### config.mk
export PLATFORM = sky130hd
export DESIGN_NAME = sfg_top
export DESIGN_NICKNAME = d
export VERILOG_FILES = /design/src/rtl/sfg_top.v
export VERILOG_INCLUDE_DIRS = /design/src /design/src/rtl
export SDC_FILE = /design/constraint.sdc
export NUM_CORES = 1
export LEC_CHECK = 0
export ABC_CLOCK_PERIOD_IN_PS = 4300
export BUFFER_PORTS_ARGS = -buffer_cell sky130_fd_sc_hd__buf_2
export CAP_MARGIN = 20
export CORE_MARGIN = 10
export CORE_UTILIZATION = 45
export DETAILED_ROUTE_END_ITERATION = 8
export GPL_TIMING_DRIVEN = 0
export PLACE_DENSITY_LB_ADDON = 0.3
export SYNTH_ARGS = -nofsm -noshare
export SYNTH_HDL_FRONTEND = slang
export SYNTH_SLANG_ARGS = --single-unit
### constraint.sdc
create_clock -name clk_i -period 4.3 [get_ports clk_i]
set_clock_uncertainty 0.1 [all_clocks]
set_input_delay 0.86 -clock clk_i [delete_from_list [all_inputs] [get_ports clk_i]]
set_output_delay 0.86 -clock clk_i [all_outputs]
set_load 0.05 [all_outputs]
### src/rtl/sfg_consts.vh
/*
 constants of the serial flash bus front end and write guard.
 assumes inclusion by sfg_top.v only.
*/
// Summary of operation
// - deselected: output released, internal cycle continues
// - first instruction only after select falls
// - output bits change on falling clock
// - input bits sampled on rising clock
// - clock idling low or high both work
// - pause starts now or next falling edge
// - pause ends now or next falling edge
// - paused: output released, clock and input ignored
// - pause keeps partial instruction and data
// - guard pin active low, locks status only while lock bit set
// - in reset nothing is recognised
// - write instructions refused until delay elapses
// - enable latch clear after power-up
// - writes need enable latch set first
// - completion clears enable latch
// - protect bits make regions read-only
// - power-down accepts only release instruction
// - lock bit plus low guard refuses status write
// - enable latch bit1, busy bit0
// - first byte after select is opcode
// - busy: only status read accepted
`ifndef SFG_CONSTS_VH
`define SFG_CONSTS_VH
// ==========================================
// instruction codes
`define SFG_OP_WRSR 8'h01
`define SFG_OP_PP 8'h02
`define SFG_OP_READ 8'h03
`define SFG_OP_WRDI 8'h04
`define SFG_OP_RDSR 8'h05
`define SFG_OP_WREN 8'h06
`define SFG_OP_SE 8'hD8
`define SFG_OP_CE 8'hC7
`define SFG_OP_PD 8'hB9
`define SFG_OP_RPD 8'hAB
// ==========================================
// status byte fields
`define SFG_ST_BUSY 0
`define SFG_ST_WEL 1
`define SFG_ST_BP_LO 2
`define SFG_ST_BP_HI 4
`define SFG_ST_LOCK 7
`define SFG_BP_RST 3'h0
`define SFG_LOCK_RST 1'h0
// ==========================================
// bus registers
`define SFG_REG_CTRL 2'h0
`define SFG_REG_STAT 2'h1
`define SFG_REG_LAST 2'h2
`define SFG_CTRL_TOP 0
`define SFG_CTRL_RST 1'h0
// ==========================================
// timing
`define SFG_CLK_HZ 25000000
`define SFG_PUW_NS 1000000
`define SFG_PUW_CYC ((`SFG_PUW_NS / 1000) * (`SFG_CLK_HZ / 1000000))
`endif

### src/rtl/sfg_top.v
/*
 serial flash bus front end with write guard: spi slave, pause,
 instruction gating, status byte and a wishbone register slave.
 assumes an array back end that executes op_req_o and answers op_done_i,
 and returns read bytes within two clocks of rd_req_o.
*/
`timescale 1ns/100ps
`include "sfg_consts.vh"
module sfg_top #(
	parameter PUW_CYC = `SFG_PUW_CYC
) (
	input wire clk_i, // 25 mhz
	input wire rst_i, // supply-low reset, high
	input wire cs_n_i, // select pin, low active
	input wire sclk_i, // serial clock pin
	input wire serial_in_i, // serial data in pin
	input wire pause_n_i, // pause pin, low active
	input wire write_guard_n_i, // guard pin, low active
	output wire serial_out_o, // serial data out
	output wire serial_out_oe_n_o, // low while driving
	output reg op_req_o, // start internal cycle, pulse
	output reg [7:0] op_code_o, // opcode of the cycle
	output reg [23:0] op_addr_o, // address of cycle or read
	input wire op_done_i, // internal cycle finished, pulse
	output reg wr_stb_o, // page byte received, pulse
	output reg [7:0] wr_byte_o, // page byte
	output reg rd_req_o, // fetch byte at op_addr_o, pulse
	input wire [7:0] rd_data_i, // fetched byte
	input wire wb_cyc_i, // wishbone cycle
	input wire wb_stb_i, // wishbone strobe
	input wire wb_we_i, // wishbone write
	input wire [3:0] wb_adr_i, // wishbone byte address
	input wire [3:0] wb_sel_i, // wishbone byte lanes
	input wire [31:0] wb_dat_i, // wishbone write data
	output reg [31:0] wb_dat_o, // wishbone read data
	output reg wb_ack_o // wishbone ack
);
	localparam S_IDLE = 6'h01;
	localparam S_CMD = 6'h02;
	localparam S_ADDR = 6'h04;
	localparam S_DATA = 6'h08;
	localparam S_OUT = 6'h10;
	localparam S_SKIP = 6'h20;

	// ==========================================
	// protection map
	function [19:0] prot_len;
		input [2:0] bp;
		begin
			case (bp)
				3'h1: prot_len = 20'h01000;
				3'h2: prot_len = 20'h02000;
				3'h3: prot_len = 20'h04000;
				3'h4: prot_len = 20'h08000;
				3'h5: prot_len = 20'h10000;
				3'h6: prot_len = 20'h40000;
				3'h7: prot_len = 20'h80000;
				default: prot_len = 20'h00000;
			endcase
		end
	endfunction

	function is_prot;
		input [23:0] a;
		input [2:0] bp;
		input top;
		begin
			if (top)
				is_prot = ({1'b0, a[18:0]} >= (20'h80000 - prot_len(bp))) && (bp != 3'h0);
			else
				is_prot = {1'b0, a[18:0]} < prot_len(bp);
		end
	endfunction

	// ==========================================
	// pin synchronisers
	reg [4:0] sync1_q;
	reg [4:0] sync2_q;
	reg cs_p_q;
	reg sclk_p_q;
	wire cs_s = sync2_q[0];
	wire sclk_s = sync2_q[1];
	wire si_s = sync2_q[2];
	wire pause_s = sync2_q[3];
	wire guard_s = sync2_q[4];
	always @(posedge clk_i)
	begin
		sync1_q <= {write_guard_n_i, pause_n_i, serial_in_i, sclk_i, cs_n_i};
		sync2_q <= sync1_q;
	end

	// ==========================================
	// state
	reg [5:0] st_q;
	reg [4:0] cnt_q;
	reg [7:0] sh_q;
	reg [7:0] op_q;
	reg [23:0] addr_q;
	reg [7:0] data_q;
	reg ok_q;
	reg paused_q;
	reg [7:0] tx_q;
	reg [2:0] tx_cnt_q;
	reg drive_q;
	reg wel_q;
	reg busy_q;
	reg pd_q;
	reg lock_q;
	reg [2:0] bp_q;
	reg top_q;
	reg [7:0] last_q;
	reg [23:0] puw_q;
	wire puw_busy = (puw_q != 24'h0);
	wire sclk_fall_raw = sclk_p_q & ~sclk_s;
	// clock edges are invisible while paused
	wire sclk_rise = ~sclk_p_q & sclk_s & ~paused_q;
	wire sclk_fall = sclk_fall_raw & ~paused_q;
	wire cs_fall = cs_p_q & ~cs_s;
	wire cs_rise = ~cs_p_q & cs_s;
	wire [7:0] sh_in = {sh_q[6:0], si_s};
	wire [7:0] status = {lock_q, 2'b00, bp_q, wel_q, busy_q};
	wire wr_ok = wel_q & ~puw_busy;
	wire guard_lock = lock_q & ~guard_s;

	// output released when deselected or paused
	assign serial_out_o = tx_q[7];
	assign serial_out_oe_n_o = ~(drive_q & ~cs_s & ~paused_q);

	// ==========================================
	// power-up write delay
	always @(posedge clk_i)
	begin
		if (rst_i)
			puw_q <= PUW_CYC[23:0];
		else if (puw_busy)
			puw_q <= puw_q - 24'h1;
	end

	// ==========================================
	// pause: follows the pin only with clock low or at its falling edge; deselect clears it at once
	always @(posedge clk_i)
	begin
		if (rst_i || cs_s)
			paused_q <= 1'b0;
		else if ((pause_s == paused_q) && (~sclk_s || sclk_fall_raw))
			paused_q <= ~pause_s;
	end

	// ==========================================
	// serial engine
	always @(posedge clk_i)
	begin
		op_req_o <= 1'b0;
		wr_stb_o <= 1'b0;
		rd_req_o <= 1'b0;
		if (rst_i)
		begin
			// nothing recognised and write disabled in reset
			st_q <= S_IDLE;
			cs_p_q <= 1'b0;
			sclk_p_q <= 1'b0;
			cnt_q <= 5'h0;
			sh_q <= 8'h00;
			op_q <= 8'h00;
			addr_q <= 24'h0;
			data_q <= 8'h00;
			ok_q <= 1'b0;
			tx_q <= 8'h00;
			tx_cnt_q <= 3'h0;
			drive_q <= 1'b0;
			wel_q <= 1'b0;
			busy_q <= 1'b0;
			pd_q <= 1'b0;
			lock_q <= `SFG_LOCK_RST;
			bp_q <= `SFG_BP_RST;
			last_q <= 8'h00;
			op_code_o <= 8'h00;
			op_addr_o <= 24'h0;
			wr_byte_o <= 8'h00;
		end
		else
		begin
			// cs_p_q starts low so a select held low from reset needs a new fall
			cs_p_q <= cs_s;
			sclk_p_q <= sclk_s;
			// completion clears the latch; a cycle keeps running while deselected
			if (op_done_i)
			begin
				busy_q <= 1'b0;
				wel_q <= 1'b0;
			end
			if (cs_rise)
			begin
				st_q <= S_IDLE;
				drive_q <= 1'b0;
				ok_q <= 1'b0;
				// incomplete instructions simply fall away
				if (ok_q)
				begin
					last_q <= op_q;
					case (op_q)
						`SFG_OP_WREN:
							if (!puw_busy)
								wel_q <= 1'b1;
						`SFG_OP_WRDI:
							wel_q <= 1'b0;
						`SFG_OP_WRSR:
							if (wr_ok && !guard_lock)
							begin
								lock_q <= data_q[`SFG_ST_LOCK];
								bp_q <= data_q[`SFG_ST_BP_HI:`SFG_ST_BP_LO];
								busy_q <= 1'b1;
								op_req_o <= 1'b1;
								op_code_o <= op_q;
							end
						`SFG_OP_PP, `SFG_OP_SE:
							if (wr_ok && !is_prot(addr_q, bp_q, top_q))
							begin
								busy_q <= 1'b1;
								op_req_o <= 1'b1;
								op_code_o <= op_q;
								op_addr_o <= addr_q;
							end
						`SFG_OP_CE:
							if (wr_ok && bp_q == 3'h0)
							begin
								busy_q <= 1'b1;
								op_req_o <= 1'b1;
								op_code_o <= op_q;
							end
						`SFG_OP_PD:
							pd_q <= 1'b1;
						`SFG_OP_RPD:
							pd_q <= 1'b0;
						default:
							last_q <= op_q;
					endcase
				end
			end
			else if (cs_fall && st_q == S_IDLE)
			begin
				st_q <= S_CMD;
				cnt_q <= 5'h0;
			end
			else if (sclk_rise && !cs_s)
			begin
				case (st_q)
					S_CMD:
					begin
						sh_q <= sh_in;
						cnt_q <= cnt_q + 5'h1;
						if (cnt_q == 5'h7)
						begin
							op_q <= sh_in; // msb first
							cnt_q <= 5'h0;
							if (pd_q && sh_in != `SFG_OP_RPD)
								st_q <= S_SKIP;
							else if (busy_q && sh_in != `SFG_OP_RDSR)
								st_q <= S_SKIP;
							else
							begin
								case (sh_in)
									`SFG_OP_READ, `SFG_OP_PP, `SFG_OP_SE:
										st_q <= S_ADDR;
									`SFG_OP_WRSR:
										st_q <= S_DATA;
									`SFG_OP_RDSR:
									begin
										st_q <= S_OUT;
										drive_q <= 1'b1;
									end
									`SFG_OP_WREN, `SFG_OP_WRDI, `SFG_OP_CE, `SFG_OP_PD, `SFG_OP_RPD:
									begin
										st_q <= S_SKIP;
										ok_q <= 1'b1;
									end
									default:
										st_q <= S_SKIP;
								endcase
							end
						end
					end
					S_ADDR:
					begin
						addr_q <= {addr_q[22:0], si_s};
						cnt_q <= cnt_q + 5'h1;
						if (cnt_q == 5'd23)
						begin
							cnt_q <= 5'h0;
							if (op_q == `SFG_OP_READ)
							begin
								// back end has until the next falling edge to answer
								rd_req_o <= 1'b1;
								op_addr_o <= {addr_q[22:0], si_s};
								st_q <= S_OUT;
								drive_q <= 1'b1;
							end
							else if (op_q == `SFG_OP_PP)
							begin
								op_addr_o <= {addr_q[22:0], si_s};
								st_q <= S_DATA;
								ok_q <= 1'b1;
							end
							else
							begin
								st_q <= S_SKIP;
								ok_q <= 1'b1;
							end
						end
					end
					S_DATA:
					begin
						sh_q <= sh_in;
						cnt_q <= {2'b00, cnt_q[2:0] + 3'h1};
						if (cnt_q[2:0] == 3'h7)
						begin
							if (op_q == `SFG_OP_WRSR)
							begin
								data_q <= sh_in;
								ok_q <= 1'b1;
								st_q <= S_SKIP;
							end
							else
							begin
								wr_byte_o <= sh_in;
								wr_stb_o <= 1'b1;
							end
						end
					end
					default:
						cnt_q <= cnt_q;
				endcase
			end
			// transmit side, one bit per falling edge
			if (cs_rise || st_q != S_OUT)
				tx_cnt_q <= 3'h0;
			else if (sclk_fall && !cs_s)
			begin
				tx_cnt_q <= tx_cnt_q + 3'h1;
				if (tx_cnt_q == 3'h0)
				begin
					if (op_q == `SFG_OP_READ)
						tx_q <= rd_data_i;
					else
						tx_q <= status;
				end
				else
					tx_q <= {tx_q[6:0], 1'b0};
				// next byte fetched early so it is ready at the boundary
				if (tx_cnt_q == 3'h7 && op_q == `SFG_OP_READ)
				begin
					op_addr_o <= op_addr_o + 24'h1;
					rd_req_o <= 1'b1;
				end
			end
		end
	end

	// ==========================================
	// wishbone slave, one wait state
	always @(posedge clk_i)
	begin
		if (rst_i)
		begin
			wb_ack_o <= 1'b0;
			wb_dat_o <= 32'h0000_0000;
			top_q <= `SFG_CTRL_RST;
		end
		else
		begin
			wb_ack_o <= wb_cyc_i & wb_stb_i & ~wb_ack_o;
			if (wb_cyc_i && wb_stb_i && !wb_ack_o)
			begin
				if (wb_we_i && wb_adr_i[3:2] == `SFG_REG_CTRL && wb_sel_i[0])
					top_q <= wb_dat_i[`SFG_CTRL_TOP];
				case (wb_adr_i[3:2])
					`SFG_REG_CTRL: wb_dat_o <= {31'h0, top_q};
					`SFG_REG_STAT: wb_dat_o <= {20'h0, puw_busy, paused_q, pd_q, ~cs_s, status};
					`SFG_REG_LAST: wb_dat_o <= {24'h0, last_q};
					default: wb_dat_o <= 32'h0000_0000;
				endcase
			end
		end
	end
endmodule // sfg_top

==> results.ini <==
[synth]
postSynthCellCount = 1141
synth_edf_count = 0
synth_compound_area_share_pct = 16.95
muxShareOfSynthArea_pct = 6.911
synth_top_family_by_area = simple AND/OR/NAND/NOR gates
yosys.area_share.xor_xnor_pct = 3.679
yosysWarnings = 0
synthAdderAreaFrac_pct = 3.285
yosys.area_share.simple_pct = 26.09
seq_area_frac_synth_pct = 37.00
async_flop_share_pct = 0
synth_area_mm2 = 0.009523
synth_seq_cells = 176
synth_cell_type_count = 77
synth_flop_cell = dfxtp_1
avgSynthCellArea_um2 = 8.346

[setup_path]
critPathLaunch = bp_q[0]$_SDFFE_PP0P_
cp.required_ns = 4.53
end_kind = flip-flop
r2r-start = bp_q[0]$_SDFFE_PP0P_
startpoint_type = flip-flop
cp_max_fo = 10
rrSetupSlack_ns = 0.28
criticalPathCategory = reg -> reg
crit_arrival_ns = 4.25
r2r_end = op_addr_o[16]$_SDFF_PP0_
crit_end = op_addr_o[16]$_SDFF_PP0_
r2r_cells = 16

[sta]
rsz0062_at_grt = false
period_share_pct = 93.38
final_hold_viol_count = 0
finalSetupViolations = 0
worst_pin_slew_ns = 0.8908
drv_slew = 0
relSlewSlack_pct = 40.46
min_period_ns = 4.015
fin_setup_tns_ns = 0
max_freq_mhz = 249.0
setup_ws_ns = 0.2846

[place]
port_buffers = 79
dp.cells = 1514
globalplace.congestion = 0.9096
dp_hpwl_mm = 20.35
dpl_worst_slack_ns = 0.08035

[floorplanning]
core_area_mm2 = 0.02089
chipWidth_um = 165.5
die-area_mm2 = 0.02738
ios = 137
rows = 53
initial_utilization_pct = 45.59
die_y_um = 165.5

[cts]
hold_buffers = 0
clock_sinks = 176
cts_max_path_buffers = 2
cts_root_buffer = clkbuf_16
path_clk_slew_ns = 0.07
cts_tree = built
cts-buffers-inserted = 17
insertion_delay_ns = 0.44
htreeDepth = 4

[finish]
final_nets = 1343
num_antenna_cells = 0
layout_commonest_cell = dfxtp_1
stdcell_count = 1546
layout_common_cells = dfxtp_1, nor2_1, nand2_1
drive_above_1_share_pct = 14.87
area_delta_synth_final_pct = 15.15

[global_route]
grt_pass1_vias = 8395
grt_antenna_before_repair = 0
grt_pass1_wl_mm = 43.48
grt_overflow = 0
grt_max_degree = 17
grt_usage_pct = 19.74

[power]
vdd_drop_max_v = 0.0002760
p_per_area_mw_per_mm2 = 323.6
finalPower_uw = 3548
p_leak_uw = 0.004022

[drt]
antenna_left = 0
vias_per_cell = 5.704
drt_first_pass_iters = 5
num_vias = 8818
wirelength_mm = 27.46
drtIter0Drc = 683
wl_per_cell_um = 17.76
drc = 0

[min_path]
hp-class = reg -> reg

[status]
status = completed

[job]
drv_cap = 0

cell usage after synthesis (all sizes together), types with 14 or more instances:
cell type    n  area [um^2]
xnor2       26        227.7
nor3        54        296.5
a211oi      16        120.1
nand3       39        195.2
o21ai       14        73.82
nor2       121        456.7
buf         35        230.2
inv         27        101.4
nand2b      22        137.6
mux2i       59        590.6
ha          25        312.8
a21oi       78        390.4
clkbuf      65        244.0
nand2      111        416.7
a311oi      25        219.0
xor2        14        122.6
dfxtp      176         3523
nand4       24        150.1
nor4        16        121.4
layout make-up:
cell class                 count  area [um^2]
sequential                   176         3523
buffer                       100        481.7
multi-input combinational    857         5507
timing repair buffer          80        415.4
clock inverter                13        153.9
clock buffer                  18        439.2
inverter                      27        101.3
tap                          275        344.1
fill                        1995         9923
report_power, final:
| group | total [uW] | leakage (uW) | switching [uW] | internal [uW] |
|---|---|---|---|---|
| Clock | 1590 | 0.000289 | 705 | 883 |
| Sequential | 1680 | 0.00143 | 27.5 | 1650 |
| Combinational | 278 | 0.00231 | 195 | 83.3 |
| Total | 3550 | 0.00402 | 927 | 2620 |
sequential cells by signal, summed over array words and instances (netlist names), 12 cells and up:
signal	count
addr_q	24
wb_dat_o	12
op_addr_o	24
puw_q	24
routing by layer:
layer | global-route usage [%] | wire length (um)
met5 | 0 | 0
met3 | 4.834 | 2108
met2 | 31.44 | 12530
met1 | 24.70 | 11800
met4 | 9.018 | 1027
cells by family (layout without fill, tap and decap cells):
logic type	Yosys count	count (layout)
and+or+nand+nor	481	481
AOI/OAI and AO/OA	226	226
DFF	176	176
buffers and inverters	127	238
muxes	65	65
xor gates and xnor gates	40	40
adders and majority gates	25	25
other	1	20
repair_timing:
action                     in CTS  in global routing
setup endpoints to repair       0                 28
setup buffers                   0                  1
resized for setup               0                 10
worst max-delay path: stages (launching register included):
cell and delay, ns:
dfxtp_1 0.45, clkbuf_2 0.28, inv_1 0.13, nor3_1 0.34, inv_1 0.10, ha_1 0.24, xnor2_1 0.18, ha_1 0.26
and4b_1 0.22, nand4_1 0.11, and4b_1 0.19, clkbuf_1 0.27, o2111a_1 0.21, buf_2 0.19, buf_2 0.27, o221ai_1 0.17
and2_1 0.19
worst min-delay path by stage:
stage,endpoint,slack [ns],start,depth (start not counted)
2_1_floorplan,sync2_q[0]$_DFF_P_,0.21,sync1_q[0]$_DFF_P_,0
3_3_place_gp,sync2_q[0]$_DFF_P_,0.21,sync1_q[0]$_DFF_P_,0
3_5_place_dp,sync2_q[0]$_DFF_P_,0.21,sync1_q[0]$_DFF_P_,0
4_1_cts,sync2_q[0]$_DFF_P_,0.23,sync1_q[0]$_DFF_P_,0
5_1_grt,sync2_q[0]$_DFF_P_,0.23,sync1_q[0]$_DFF_P_,0
6_report,sync2_q[0]$_DFF_P_,0.23,sync1_q[0]$_DFF_P_,0
through the flow:
step                hold slack, ns  utilization (%)  cell area, um^2
global route                0.2314            52.49            10970
floorplan                   0.2096                -             9594
finish                      0.2292            52.49            10970
detailed placement          0.2135            49.50            10340
global placement            0.2138            49.47            10330
CTS                         0.2300            52.34            10930
(Power assumes the default switching activity.)
